**config.mk**
```make
export PLATFORM = sky130hd
export DESIGN_NAME = sls_stopwatch
export DESIGN_NICKNAME = d
export VERILOG_FILES = /design/src/hw/sls_pkg.sv /design/src/hw/sls_stopwatch.sv
export SDC_FILE = /design/constraint.sdc
export NUM_CORES = 1
export LEC_CHECK = 0
export ABC_AREA = 1
export ABC_CLOCK_PERIOD_IN_PS = 9900
export BUFFER_PORTS_ARGS = -buffer_cell sky130_fd_sc_hd__clkbuf_2
export CORE_UTILIZATION = 61
export CTS_CLUSTER_SIZE = 24
export DETAILED_ROUTE_END_ITERATION = 16
export GPL_TIMING_DRIVEN = 0
export HOLD_SLACK_MARGIN = 0.05
export PLACE_DENSITY = 0.91
export SLEW_MARGIN = 20
export SYNTH_ARGS = -nofsm -noshare
export SYNTH_HDL_FRONTEND = slang
export SYNTH_SLANG_ARGS = --single-unit
```
**constraint.sdc**
```tcl
create_clock -name ref_clk -period 9.9 [get_ports ref_clk]
set_input_delay 0.495 -clock ref_clk [delete_from_list [all_inputs] [get_ports ref_clk]]
set_output_delay 0.495 -clock ref_clk [all_outputs]
set_load 0.1 [all_outputs]
```
**src/hw/sls_pkg.sv**
```systemverilog
// Purpose: shared constants and types for the split/lap stopwatch
// Assumes: ref_clk at 10 MHz
// Notes:   time base codes select the unit of the output value
`default_nettype none
package sls_pkg;
	// ******************************************************
	// clock and time base
	// ******************************************************
	localparam int unsigned CLK_HZ        = 10000000;
	localparam int unsigned TICK_10MS_MS  = 10;
	localparam int unsigned CYC_PER_10MS  = CLK_HZ / 1000 * TICK_10MS_MS;
	localparam int unsigned HUND_PER_SEC  = 100;
	localparam int unsigned SEC_PER_MIN   = 60;
	localparam int unsigned MIN_PER_HOUR  = 60;
	localparam int unsigned VALUE_W       = 32;
	localparam logic [31:0] VALUE_RST     = 32'h0000_0000;

	typedef enum logic [1:0]
	{
		SLS_BASE_HOUR = 2'b00,
		SLS_BASE_MIN  = 2'b01,
		SLS_BASE_SEC  = 2'b10,
		SLS_BASE_HUND = 2'b11
	} sls_base_t;

	typedef struct packed
	{
		logic enable;
		logic split;
		logic clear;
	} sls_ctrl_t;
endpackage : sls_pkg
`default_nettype wire

```
**src/hw/sls_stopwatch.sv**
```systemverilog
// Purpose: elapsed-time stopwatch with split capture
// Assumes: inputs come from logic on ref_clk; rst synchronous active high
// Notes:   count width and prescale are parameters
`default_nettype none
module sls_stopwatch
	import sls_pkg::*;
#(
	parameter int unsigned CYC_10MS = CYC_PER_10MS,
	parameter int unsigned W        = VALUE_W
)
(
	input  wire logic         ref_clk,           // system clock
	input  wire logic         rst,               // synchronous reset
	input  wire logic         clk_en,            // freezes all state when low; rst and ctrl.clear still act
	input  wire sls_ctrl_t    ctrl,              // enable, split, clear inputs
	input  wire sls_base_t    time_base,         // output unit select
	output logic [W-1:0]      time_value_output  // shown value in selected unit
);
	// ******************************************************
	// elaboration checks
	// ******************************************************
	if (CYC_10MS < 1) $error("CYC_10MS must be at least 1");
	if (W < 8 || W > 32) $error("W must be 8..32");

	localparam int unsigned PW = $clog2(CYC_10MS + 1);

	logic [PW-1:0] pre_reg;
	logic [6:0]    hund_reg;
	logic [5:0]    sec_reg;
	logic [5:0]    min_reg;
	logic [W-1:0]  hour_reg;
	logic [6:0]    lap_hund_reg;
	logic [5:0]    lap_sec_reg;
	logic [5:0]    lap_min_reg;
	logic [W-1:0]  lap_hour_reg;
	logic          en_d_reg;
	logic          split_d_reg;
	logic          show_lap_reg;
	logic          tick;
	logic          en_rise;
	logic          split_rise;
	logic          split_fall;

	assign en_rise    = ctrl.enable & ~en_d_reg;
	assign split_rise = ctrl.split & ~split_d_reg;
	assign split_fall = ~ctrl.split & split_d_reg;
	assign tick       = ctrl.enable && !en_rise && (pre_reg == PW'(CYC_10MS - 1));

	// converts a lap or elapsed time into the selected unit
	function automatic logic [W-1:0] to_unit(input sls_base_t b, input logic [W-1:0] h,
		input logic [5:0] m, input logic [5:0] s, input logic [6:0] c);
		logic [W+16:0] v;
		v = '0;
		unique case (b)
			SLS_BASE_HOUR: v = (W+17)'(h);
			SLS_BASE_MIN:  v = (W+17)'(h) * (W+17)'(MIN_PER_HOUR) + (W+17)'(m);
			SLS_BASE_SEC:  v = ((W+17)'(h) * (W+17)'(MIN_PER_HOUR) + (W+17)'(m))
				* (W+17)'(SEC_PER_MIN) + (W+17)'(s);
			SLS_BASE_HUND: v = (((W+17)'(h) * (W+17)'(MIN_PER_HOUR) + (W+17)'(m))
				* (W+17)'(SEC_PER_MIN) + (W+17)'(s)) * (W+17)'(HUND_PER_SEC) + (W+17)'(c);
		endcase
		return v[W-1:0];
	endfunction : to_unit

	// ******************************************************
	// edge history
	// ******************************************************
	always_ff @(posedge ref_clk)
	begin
		if (rst)
		begin
			en_d_reg    <= 1'b0;
			split_d_reg <= 1'b0;
		end
		else if (clk_en)
		begin
			en_d_reg    <= ctrl.enable;
			split_d_reg <= ctrl.split;
		end
	end

	// ******************************************************
	// 10 ms prescaler
	// ******************************************************
	always_ff @(posedge ref_clk)
	begin
		if (rst || ctrl.clear)
			pre_reg <= '0;
		else if (clk_en)
		begin
			if (en_rise || !ctrl.enable || tick)
				pre_reg <= '0;
			else
				pre_reg <= pre_reg + PW'(1);
		end
	end

	// ******************************************************
	// elapsed time
	// ******************************************************
	always_ff @(posedge ref_clk)
	begin
		if (rst || ctrl.clear)
		begin
			hund_reg <= '0;
			sec_reg  <= '0;
			min_reg  <= '0;
			hour_reg <= '0;
		end
		else if (clk_en)
		begin
			if (en_rise)
			begin
				hund_reg <= '0;
				sec_reg  <= '0;
				min_reg  <= '0;
				hour_reg <= '0;
			end
			else if (tick)
			begin
				if (hund_reg == 7'(HUND_PER_SEC - 1))
				begin
					hund_reg <= '0;
					if (sec_reg == 6'(SEC_PER_MIN - 1))
					begin
						sec_reg <= '0;
						if (min_reg == 6'(MIN_PER_HOUR - 1))
						begin
							min_reg <= '0;
							if (hour_reg != '1)
								hour_reg <= hour_reg + W'(1);
						end
						else
							min_reg <= min_reg + 6'd1;
					end
					else
						sec_reg <= sec_reg + 6'd1;
				end
				else
					hund_reg <= hund_reg + 7'd1;
			end
		end
	end

	// ******************************************************
	// lap capture and output select
	// ******************************************************
	always_ff @(posedge ref_clk)
	begin
		if (rst || ctrl.clear)
		begin
			lap_hund_reg <= '0;
			lap_sec_reg  <= '0;
			lap_min_reg  <= '0;
			lap_hour_reg <= '0;
			show_lap_reg <= 1'b0;
		end
		else if (clk_en)
		begin
			if (split_rise)
			begin
				lap_hund_reg <= hund_reg;
				lap_sec_reg  <= sec_reg;
				lap_min_reg  <= min_reg;
				lap_hour_reg <= hour_reg;
				show_lap_reg <= 1'b1;
			end
			else if (split_fall)
				show_lap_reg <= 1'b0;
		end
	end

	always_ff @(posedge ref_clk)
	begin
		if (rst || ctrl.clear)
			time_value_output <= W'(VALUE_RST);
		else if (clk_en)
		begin
			if (show_lap_reg)
				time_value_output <= to_unit(time_base, lap_hour_reg, lap_min_reg,
					lap_sec_reg, lap_hund_reg);
			else
				time_value_output <= to_unit(time_base, hour_reg, min_reg,
					sec_reg, hund_reg);
		end
	end
endmodule : sls_stopwatch
`default_nettype wire

```
==> summary.md, run 1 <==
| Metric | Value |
|---|---|
| Sequential share of the synthesized area | `a little under a tenth` |
| Row cnt | `84` |
| Critical endpoint after global-route timing repair | `time_value_output[30]$_SDFFE_PP0P_/D` |
| IO Count | `40` |
| Yosys cell types | `63` |
| Largest net degree at the start of global routing | `17` |
| H-Tree Depth | `4` |
| Tot GR Track Use | `between 60% and 70%` |
| Run Error | `[ERROR GRT-0232] Routing congestion too high. Check the congestion heatmap in the GUI.` |
| Maximum clock path buffer count | `2` |
| Die H | `roughly 230 µm` |
| Hold_buf cts | `0` |
| Synth Net Count | `5750` |
| Asr flop ratio synth | `0%` |
| PortBufs | `36` |
| CTS Buf Count | `17` |
| Starting Density | `around three fifths` |
| Status | `did not finish` |
| Die X | `233 µm` |
| Top FF cell, synth | `dfxtp_1` |
| Post-synth top area share | `15.8%` |
| Failing step | `global routing (5_1_grt)` |
| Hpwl dp | `between 90000 and 100000 µm` |
| Cell count after synthesis | `5153` |
| EDFF count, synth | `0` |
| # clock sinks | `roughly 150` |
| Worst End Pin Type | `register data pin` |
| Synth top cells by count | `1367 x nand2_1, 1033 x inv_1, 387 x nor2_1` |
| Largest cells by area after synthesis | `nand2_1 16%, fa_1 16%, ha_1 13%` |
| Mapped Area | `roughly 33000 µm²` |
| Clock Tree Root | `clkbuf_16` |
| YS warnings | `0` |
| Synth Area per Inst | `between 6 and 7 µm²` |
| Leading area contributor after synthesis | `nand2_1` |
| Final GP Congestion | `between 1 and 1.5` |
| Synth Register Bits | `154` |
| Most numerous cell in the Yosys netlist | `nand2_1` |
| GRT overflow | `slightly below 80` |
stage by stage:
| stage | worst slack, ps | utilization, % | instances | instance area (µm²) |
|---|---|---|---|---|
| 4_1_cts | 2.96 | 68.9 | 6000 | 36300 |
| 3_5_place_dp | -1460 | 63.8 | 5877 | 33600 |
| 2_1_floorplan | 550 | - | 5153 | 32500 |
| 3_3_place_gp | -1300 | 63.8 | 5877 | 33600 |
logic make-up after synthesis:
logic type,synth area share (%)
compound gates,11.6
xor+xnor,3.80
fa+ha+maj,28.6
buf+inv,13.4
flops,9.48
simple gates,33.1
per-layer routing:
metal  GRT usage [%]  GRT overflow
met1            65.9             1
met2            86.7            47
met3            47.0             0
met4            62.7            31
met5            20.1             0
timing repair:
item / CTS
pin swaps: 68
resized for setup: 323
endpoints found under the setup margin: 16
setup buffers: 93
==> inputs of run 2 (changes only) <==
--- a/config.mk
+++ b/config.mk
@@ -6,14 +6,12 @@
 export NUM_CORES = 1
 export LEC_CHECK = 0
 export ABC_AREA = 1
-export ABC_CLOCK_PERIOD_IN_PS = 9900
+export ABC_CLOCK_PERIOD_IN_PS = 12900
 export BUFFER_PORTS_ARGS = -buffer_cell sky130_fd_sc_hd__clkbuf_2
-export CORE_UTILIZATION = 61
-export CTS_CLUSTER_SIZE = 24
+export CORE_UTILIZATION = 40
 export DETAILED_ROUTE_END_ITERATION = 16
 export GPL_TIMING_DRIVEN = 0
-export HOLD_SLACK_MARGIN = 0.05
-export PLACE_DENSITY = 0.91
+export PLACE_DENSITY_LB_ADDON = 0.15
 export SLEW_MARGIN = 20
 export SYNTH_ARGS = -nofsm -noshare
 export SYNTH_HDL_FRONTEND = slang
==> constraint.sdc (replaced) <==
create_clock -name ref_clk -period 12.9 [get_ports ref_clk]
set_input_delay 0.645 -clock ref_clk [delete_from_list [all_inputs] [get_ports ref_clk]]
set_output_delay 0.645 -clock ref_clk [all_outputs]
set_load 0.1 [all_outputs]
==> run 2 against run 1 <==
The flow now finishes without violations. Area after synthesis unchanged. Synthesized cell count unchanged.
==> summary.md, run 2 <==
| Metric | Value |
|---|---|
| Status | `complete, no violations` |
| Tcrit/Tclk final | `between 90 and 100%` |
| Setup CP Type | `reg2reg` |
| Hold Crit Class | `reg2reg` |
| Final setup skew | `12.0 ps` |
| Share of layout cells above drive strength 1 | `under 10%` |
| Hold Vio Cnt, Final | `0` |
| Commonest non-fill, non-tap cell in the layout | `nand2_1` |
| Core footprint | `80500 µm²` |
| Final Instance Area | `about 35000 µm²` |
| Fin crit period | `approximately 12000 ps` |
| Largest net degree at the start of global routing | `17` |
| Worst Max-Slew Pin Slew | `around 1100 ps` |
| Via count | `approximately 33000` |
| Clock Latency Late Sink | `around 450 ps` |
| Final setup viols | `0` |
| CTS Buf Count | `17 (unchanged)` |
| DRC Markers | `0` |
| Clock Tree Root | `clkbuf_16` |
| Slowest cell on crit path | `xor2_1` |
| Die X | `287 µm (+23%)` |
| Setup TNS | `0 ps` |
| Fill cells | `a little under 9000` |
| PortBufs | `36 (unchanged)` |
| Asr flop ratio synth | `0% (unchanged)` |
| Global-route wire length before repair | `~180000 µm` |
| Slew Limit Fails | `0` |
| EDFF count, synth | `0 (unchanged)` |
| Grt peak-use layer | `met2` |
| Design Power | `~8.6 mW` |
| Starting Density | `40.4% (-21 points)` |
| Synth top cells by count | `1367 x nand2_1, 1033 x inv_1, 387 x nor2_1` |
| YS warnings | `0 (unchanged)` |
| Synth Area per Inst | `6.31 µm² (unchanged)` |
| Maximum VDD drop | `0.612 mV` |
| Vias in the first global route | `31200` |
| Maximum clock path buffer count | `2 (unchanged)` |
| Grt met2 use | `48.2%` |
| Largest cells by area after synthesis | `nand2_1 16%, fa_1 16%, ha_1 13%` |
| Synth Register Bits | `154 (unchanged)` |
| Met1 Use GR | `a little under two fifths` |
| # clock sinks | `154 (unchanged)` |
| Leading area contributor after synthesis | `nand2_1` |
| Yosys cell types | `63 (unchanged)` |
| Cell Pwr Density | `~250 nW/µm²` |
| Reg clk slew, reported paths | `60 ps` |
| Hold_buf cts | `0 (unchanged)` |
| IO Count | `40 (unchanged)` |
| Final GP Congestion | `0.993 (-5.9%)` |
| H-Tree Depth | `4 (unchanged)` |
| Data required, critical path | `~13000 ps` |
| # nets final | `5805` |
| Die area | `around 82000 µm²` |
| Post-CTS Setup Bufs | `0 (-100%)` |
| Total wire length | `approximately 120000 µm` |
| Critical path startpoint category | `register` |
| Most numerous cell in the Yosys netlist | `nand2_1` |
| Mapped Area | `32500 µm² (unchanged)` |
| Drt pass-1 iters | `6` |
| Post-synth top area share | `15.8% (unchanged)` |
| RSZ-0062 raised after global routing | `false` |
| Setup crit end kind | `register` |
| Max-Cap Viols | `0` |
| Initial drt markers | `2506` |
| Area growth from synthesis to layout | `6.41%` |
| Antenna-violating nets left | `0` |
| Sequential share of the synthesized area | `9.48% (unchanged)` |
| Via density | `roughly 5.2` |
| Worst slew margin | `26.4%` |
| Cell count after synthesis | `5153 (unchanged)` |
| WL/cell | `between 15 and 20 µm` |
| Die H | `287 µm (+23%)` |
| Pleak | `18.5 nW` |
| Top FF cell, synth | `dfxtp_1` |
| FMAX | `83.5 MHz` |
| Most frequent cells in the layout | `1367 x nand2_1, 1033 x inv_1, 387 x nor2_1, 333 x ha_1, 313 x nand3_1` |
| Ant diodes | `0` |
| Row cnt | `104 (+24%)` |
| Worst EP arrival | `between 10000 and 15000 ps` |
| Critical-path maximum fanout | `6` |
| GRT overflow | `0` |
| Antenna violations before repair | `1` |
| Tot GR Track Use | `between 20% and 30%` |
| DP Area | `34000 µm² (+1.4%)` |
| Synth Net Count | `5750 (unchanged)` |
| GRT met3 Usage | `about 1.8%` |
| Max incr delay on CP | `between 600 and 700 ps` |
| Hpwl dp | `101000 µm (+8.4%)` |
| CTS tree | `built` |
| Post-CTS resize count | `0 (-100%)` |
-- run 2: worst max-delay path: cells and delay by family, from the launching register on --
kind,cells,cell delay (ps)
compound gates,1,260
xor+xnor,3,1290
fa+ha+maj,10,4320
buf+inv,11,1000
flops,1,520
simple gates,28,4450
-- run 2: kinds of logic (layout without fill, tap and decap cells) --
| kind of cell | count (synthesis) | in the layout | share of synthesized area (%) |
|---|---|---|---|
| fa+ha+maj | 591 | 591 | 28.6 |
| xor+xnor | 138 | 138 | 3.80 |
| flops | 154 | 154 | 9.48 |
| simple gates | 2453 | 2453 | 33.1 |
| compound gates | 669 | 669 | 11.6 |
| buf+inv | 1148 | 1216 | 13.4 |
-- run 2: layout make-up --
cell class	count	area, µm²	share of cell area, %
well taps	1060	1330	3.83
flip-flops and latches	154	3080	8.90
inverters	1080	4050	11.7
plain buffers	68	305	0.882
clock buffers	21	470	1.36
multi-input cells	3851	25100	72.5
clock inverters	11	109	0.314
repair buffers	36	180	0.520
-- run 2: metrics by stage --
step | setup WS (ps) | util, % | hold WS (ps) | instances
finish | 927 | 43.0 | 459 | 6281
CTS | 1140 | 43.0 | 459 | 6281
global route | 159 | 43.0 | 473 | 6281
detailed placement | 1190 | 42.3 | 449 | 6249
floorplan | 3550 | - | 430 | 5153
global placement | 1290 | 42.3 | 443 | 6249
-- run 2: power breakdown --
part | internal [mW] | switching, mW | leakage (nW)
Clock | 0.283 | 0.227 | 0.273
Combinational | 2.41 | 5.15 | 17.0
Sequential | 0.485 | 0.0145 | 1.25
-- run 2: path summary, 6_finish.rpt --
path / from / endpoint / slack, ps / depth (start not counted)
setup / recovery: lap_hour_reg[6] / time_value_output[30] / 930 / 53
hold / removal: lap_hund_reg[1] / lap_hund_reg[1] / 460 / 2
setup reg to reg: lap_hour_reg[6] / time_value_output[30] / 930 / 53
hold reg to reg: lap_hund_reg[1] / lap_hund_reg[1] / 460 / 2
-- run 2: routing by layer --
metal / share of wire (%) / vias up
li1: - / 16400
met1: 44 / 15300
met2: 46 / 945
met3: 4.6 / 224
met4: 4.8 / 0
met5: 0 / -
(Power assumes the default switching activity.)
==> inputs of run 3 (changes only) <==
--- a/config.mk
+++ b/config.mk
@@ -5,9 +5,9 @@
 export SDC_FILE = /design/constraint.sdc
 export NUM_CORES = 1
 export LEC_CHECK = 0
-export ABC_AREA = 1
 export ABC_CLOCK_PERIOD_IN_PS = 12900
 export BUFFER_PORTS_ARGS = -buffer_cell sky130_fd_sc_hd__clkbuf_2
+export CAP_MARGIN = 20
 export CORE_UTILIZATION = 40
 export DETAILED_ROUTE_END_ITERATION = 16
 export GPL_TIMING_DRIVEN = 0
==> run 3 against run 2 <==
Via count down 24%. Core utilization up 0.69 points. Clock-buffer cell count down 4. Power down 87%. First-iteration DRC count down 33%. Critical endpoint is now time_value_output[31]. Largest cell class unchanged.
==> summary.md, run 3 <==
| Metric | Value |
|---|---|
| Max-Cap Viols | `0 (unchanged)` |
| Final setup skew | `22.5 ps (+10.5 ps)` |
| Max incr delay on CP | `520 ps (-140 ps)` |
| Critical path startpoint category | `register` |
| Starting Density | `40.6% (+0.16 points)` |
| Total wire length | `89100 µm (-23%)` |
| Worst Hold Path Cells | `2 (unchanged)` |
| YS warnings | `0 (unchanged)` |
| Most frequent cells in the layout | `443 x inv_1, 333 x ha_1, 310 x nand2_1, 267 x nor2_1, 256 x fa_1` |
| Fin crit period | `12140 ps (+167 ps)` |
| Grt peak-use layer | `met2` |
| Synth Register Bits | `154 (unchanged)` |
| Post-CTS Setup Bufs | `0 (unchanged)` |
| Global-route wire length before repair | `139000 µm (-22%)` |
| CP most frequent cell | `inv_1` |
| DRC Markers | `0 (unchanged)` |
| Top FF cell, synth | `dfxtp_1` |
| Vias in the first global route | `24500 (-22%)` |
| Most numerous cell in the Yosys netlist | `inv_1` |
| Sequential share of the synthesized area | `10.6% (+1.1 points)` |
| Cell count after synthesis | `3512 (-32%)` |
| Hpwl dp | `75400 µm (-26%)` |
| Maximum VDD drop | `0.0950 mV (-84%)` |
| H-Tree Depth | `4 (unchanged)` |
| Drt pass-1 iters | `7 (+1)` |
| Area growth from synthesis to layout | `7.68%` |
| Clock Tree Root | `clkbuf_16` |
| Status | `complete, no violations` |
| IO Count | `40 (unchanged)` |
| Hold Vio Cnt, Final | `0 (unchanged)` |
| Yosys cell types | `114 (+81%)` |
| GRT met3 Usage | `1.29% (-0.55 points)` |
| # nets final | `4165 (-28%)` |
| Cell Pwr Density | `35.9 nW/µm² (-85%)` |
| PortBufs | `37 (+2.8%)` |
| Via count | `25000 (-24%)` |
| Pleak | `14.6 nW (-21%)` |
| Initial drt markers | `1690 (-33%)` |
| Met1 Use GR | `33.4% (-3.3 points)` |
| WL/cell | `19.7 µm (+6.4%)` |
| Antenna violations before repair | `0 (-1)` |
| Die area | `73700 µm² (-11%)` |
| Setup crit end kind | `register` |
| Largest net degree at the start of global routing | `20 (+3)` |
| Reg clk slew, reported paths | `80 ps (+20 ps)` |
| Final setup viols | `0 (unchanged)` |
| Core Util, Final | `43.7% (+0.69 points)` |
| Via density | `5.51 (+5.2%)` |
| Die X | `271 µm (-5.5%)` |
| DP Area | `30400 µm² (-11%)` |
| Inst Count DP | `4499 (-28%)` |
| Synth Area per Inst | `8.27 µm² (+31%)` |
| Core footprint | `71600 µm² (-11%)` |
| Reg2Reg Depth | `45 (-15%)` |
| Final Instance Area | `31300 µm² (-9.7%)` |
| Commonest non-fill, non-tap cell in the layout | `inv_1` |
| RSZ-0062 raised after global routing | `true` |
| FMAX | `82.4 MHz (-1.4%)` |
| # clock sinks | `154 (unchanged)` |
| Final GP Congestion | `0.908 (-8.5%)` |
| Worst Setup Slack, final | `760 ps (-167 ps)` |
| Synth top cells by count | `443 x inv_1, 333 x ha_1, 310 x nand2_1` |
| Leading area contributor after synthesis | `fa_1` |
| Critical-path maximum fanout | `6 (unchanged)` |
| Worst slew margin | `21.4% (-5.0 points)` |
| Setup CP Type | `reg2reg` |
| Largest cells by area after synthesis | `fa_1 18%, ha_1 14%, dfxtp_1 11%` |
| EDFF count, synth | `0 (unchanged)` |
| Maximum clock path buffer count | `2 (unchanged)` |
| Hold Crit Class | `in2reg` |
| Worst Max-Slew Pin Slew | `1180 ps (+75.6 ps)` |
| Antenna-violating nets left | `0 (unchanged)` |
| Min Hold Slack | `413 ps (-45.3 ps)` |
| Share of layout cells above drive strength 1 | `6.00% (+0.47 points)` |
| Data required, critical path | `13220 ps (-30 ps)` |
| Tot GR Track Use | `24.3% (-4.0 points)` |
| Clock Latency Late Sink | `460 ps (about the same)` |
| Worst EP arrival | `12460 ps (+140 ps)` |
| Die H | `271 µm (-5.5%)` |
| Row cnt | `98 (-5.8%)` |
| Synth Net Count | `4109 (-29%)` |
| Post-place setup slack | `40.3 ps (-1150 ps)` |
| CTS Buf Count | `17 (unchanged)` |
| Slowest cell on crit path | `fa_1` |
| Tcrit/Tclk final | `94.1% (+1.3 points)` |
| Post-synth top area share | `17.6% (+1.9 points)` |
| Asr flop ratio synth | `0% (unchanged)` |
| Mapped Area | `29000 µm² (-11%)` |
| Slew Limit Fails | `0 (unchanged)` |
| Cell Count, Final, Fillers Out | `4532 (-28%)` |
| CTS tree | `built` |
| GRT overflow | `0 (unchanged)` |
| Grt met2 use | `40.7% (-7.5 points)` |
run 3: cell types whose count changed in the layout (fill, tap and decap cells not counted), moves of 37 or more:
cell	change
nand2_1	-1057
inv_1	-590
nand3_1	-225
xnor2_1	+180
nor2_1	-120
o21ai_0	-94
nand4_1	-81
nand2_2	-57
a21oi_1	-55
inv_2	-45
a211oi_1	+38
mux2i_1	+37
nor2_2	-37
run 3: layer usage:
| layer | part of all wire (%) | up-vias |
|---|---|---|
| met2 | 47 | 474 |
| li1 | - | 12300 |
| met3 | 3.8 | 89 |
| met1 | 46 | 12100 |
| met5 | 0 | - |
| met4 | 3.0 | 0 |
run 3: final timing paths:
kind	from	end	slack, ps
max	lap_hour_reg[2]	time_value_output[31]	760
min reg2reg	lap_hund_reg[1]	lap_hund_reg[1]	460
min	rst	en_d_reg	410
max reg2reg	lap_hour_reg[2]	time_value_output[31]	760
run 3: area by class of cell:
cell class	instances	area (µm²)
clock inverters	15	195
fillers	7396	40300
diodes	1	2.50
plain buffers	87	342
flip-flops and latches	154	3080
repair buffers	37	185
inverters	445	1670
well taps	950	1190
multi-input cells	2826	24200
clock buffers	17	425
run 3: critical path: cells and delay by family (launching register included):
kind | cells | cell delay [ps]
adder cells (fa/ha/maj) | 11 | 4390
buffers and inverters | 9 | 790
flip-flops | 1 | 470
AND/OR/NAND/NOR | 10 | 2600
XOR/XNOR | 5 | 1640
AO/OA/AOI/OAI | 10 | 2100
run 3: stage by stage:
step | TNS [ps] | power, mW
after floorplan | 0 | 0.565
after global placement | 0 | 0.608
after detailed placement | 0 | 0.608
after CTS | 0 | 1.13
after global routing | -41.7 | 1.15
final | 0 | 1.12
run 3: cells by family (layout without fill, tap and decap cells):
| group | count (synthesis) | count (layout) | share of synthesized area [%] |
|---|---|---|---|
| XOR/XNOR | 364 | 364 | 11.4 |
| other | 0 | 1 | 0 |
| flip-flops | 154 | 154 | 10.6 |
| AND/OR/NAND/NOR | 1072 | 1072 | 18.2 |
| AO/OA/AOI/OAI | 724 | 724 | 16.6 |
| multiplexers | 77 | 77 | 4.22 |
| adder cells (fa/ha/maj) | 589 | 589 | 32.0 |
| buffers and inverters | 532 | 601 | 6.92 |
run 3: where the power goes:
part	internal [mW]	switching (mW)
clock	0.265	0.260
combinational	0.0283	0.0888
sequential	0.478	0.00314
run 3: timing repair:
action                     4_1_cts  5_1_grt
hold buffers                     0        0
resized for setup                1       37
setup endpoints to repair        1        9
hold endpoints to repair         0        0
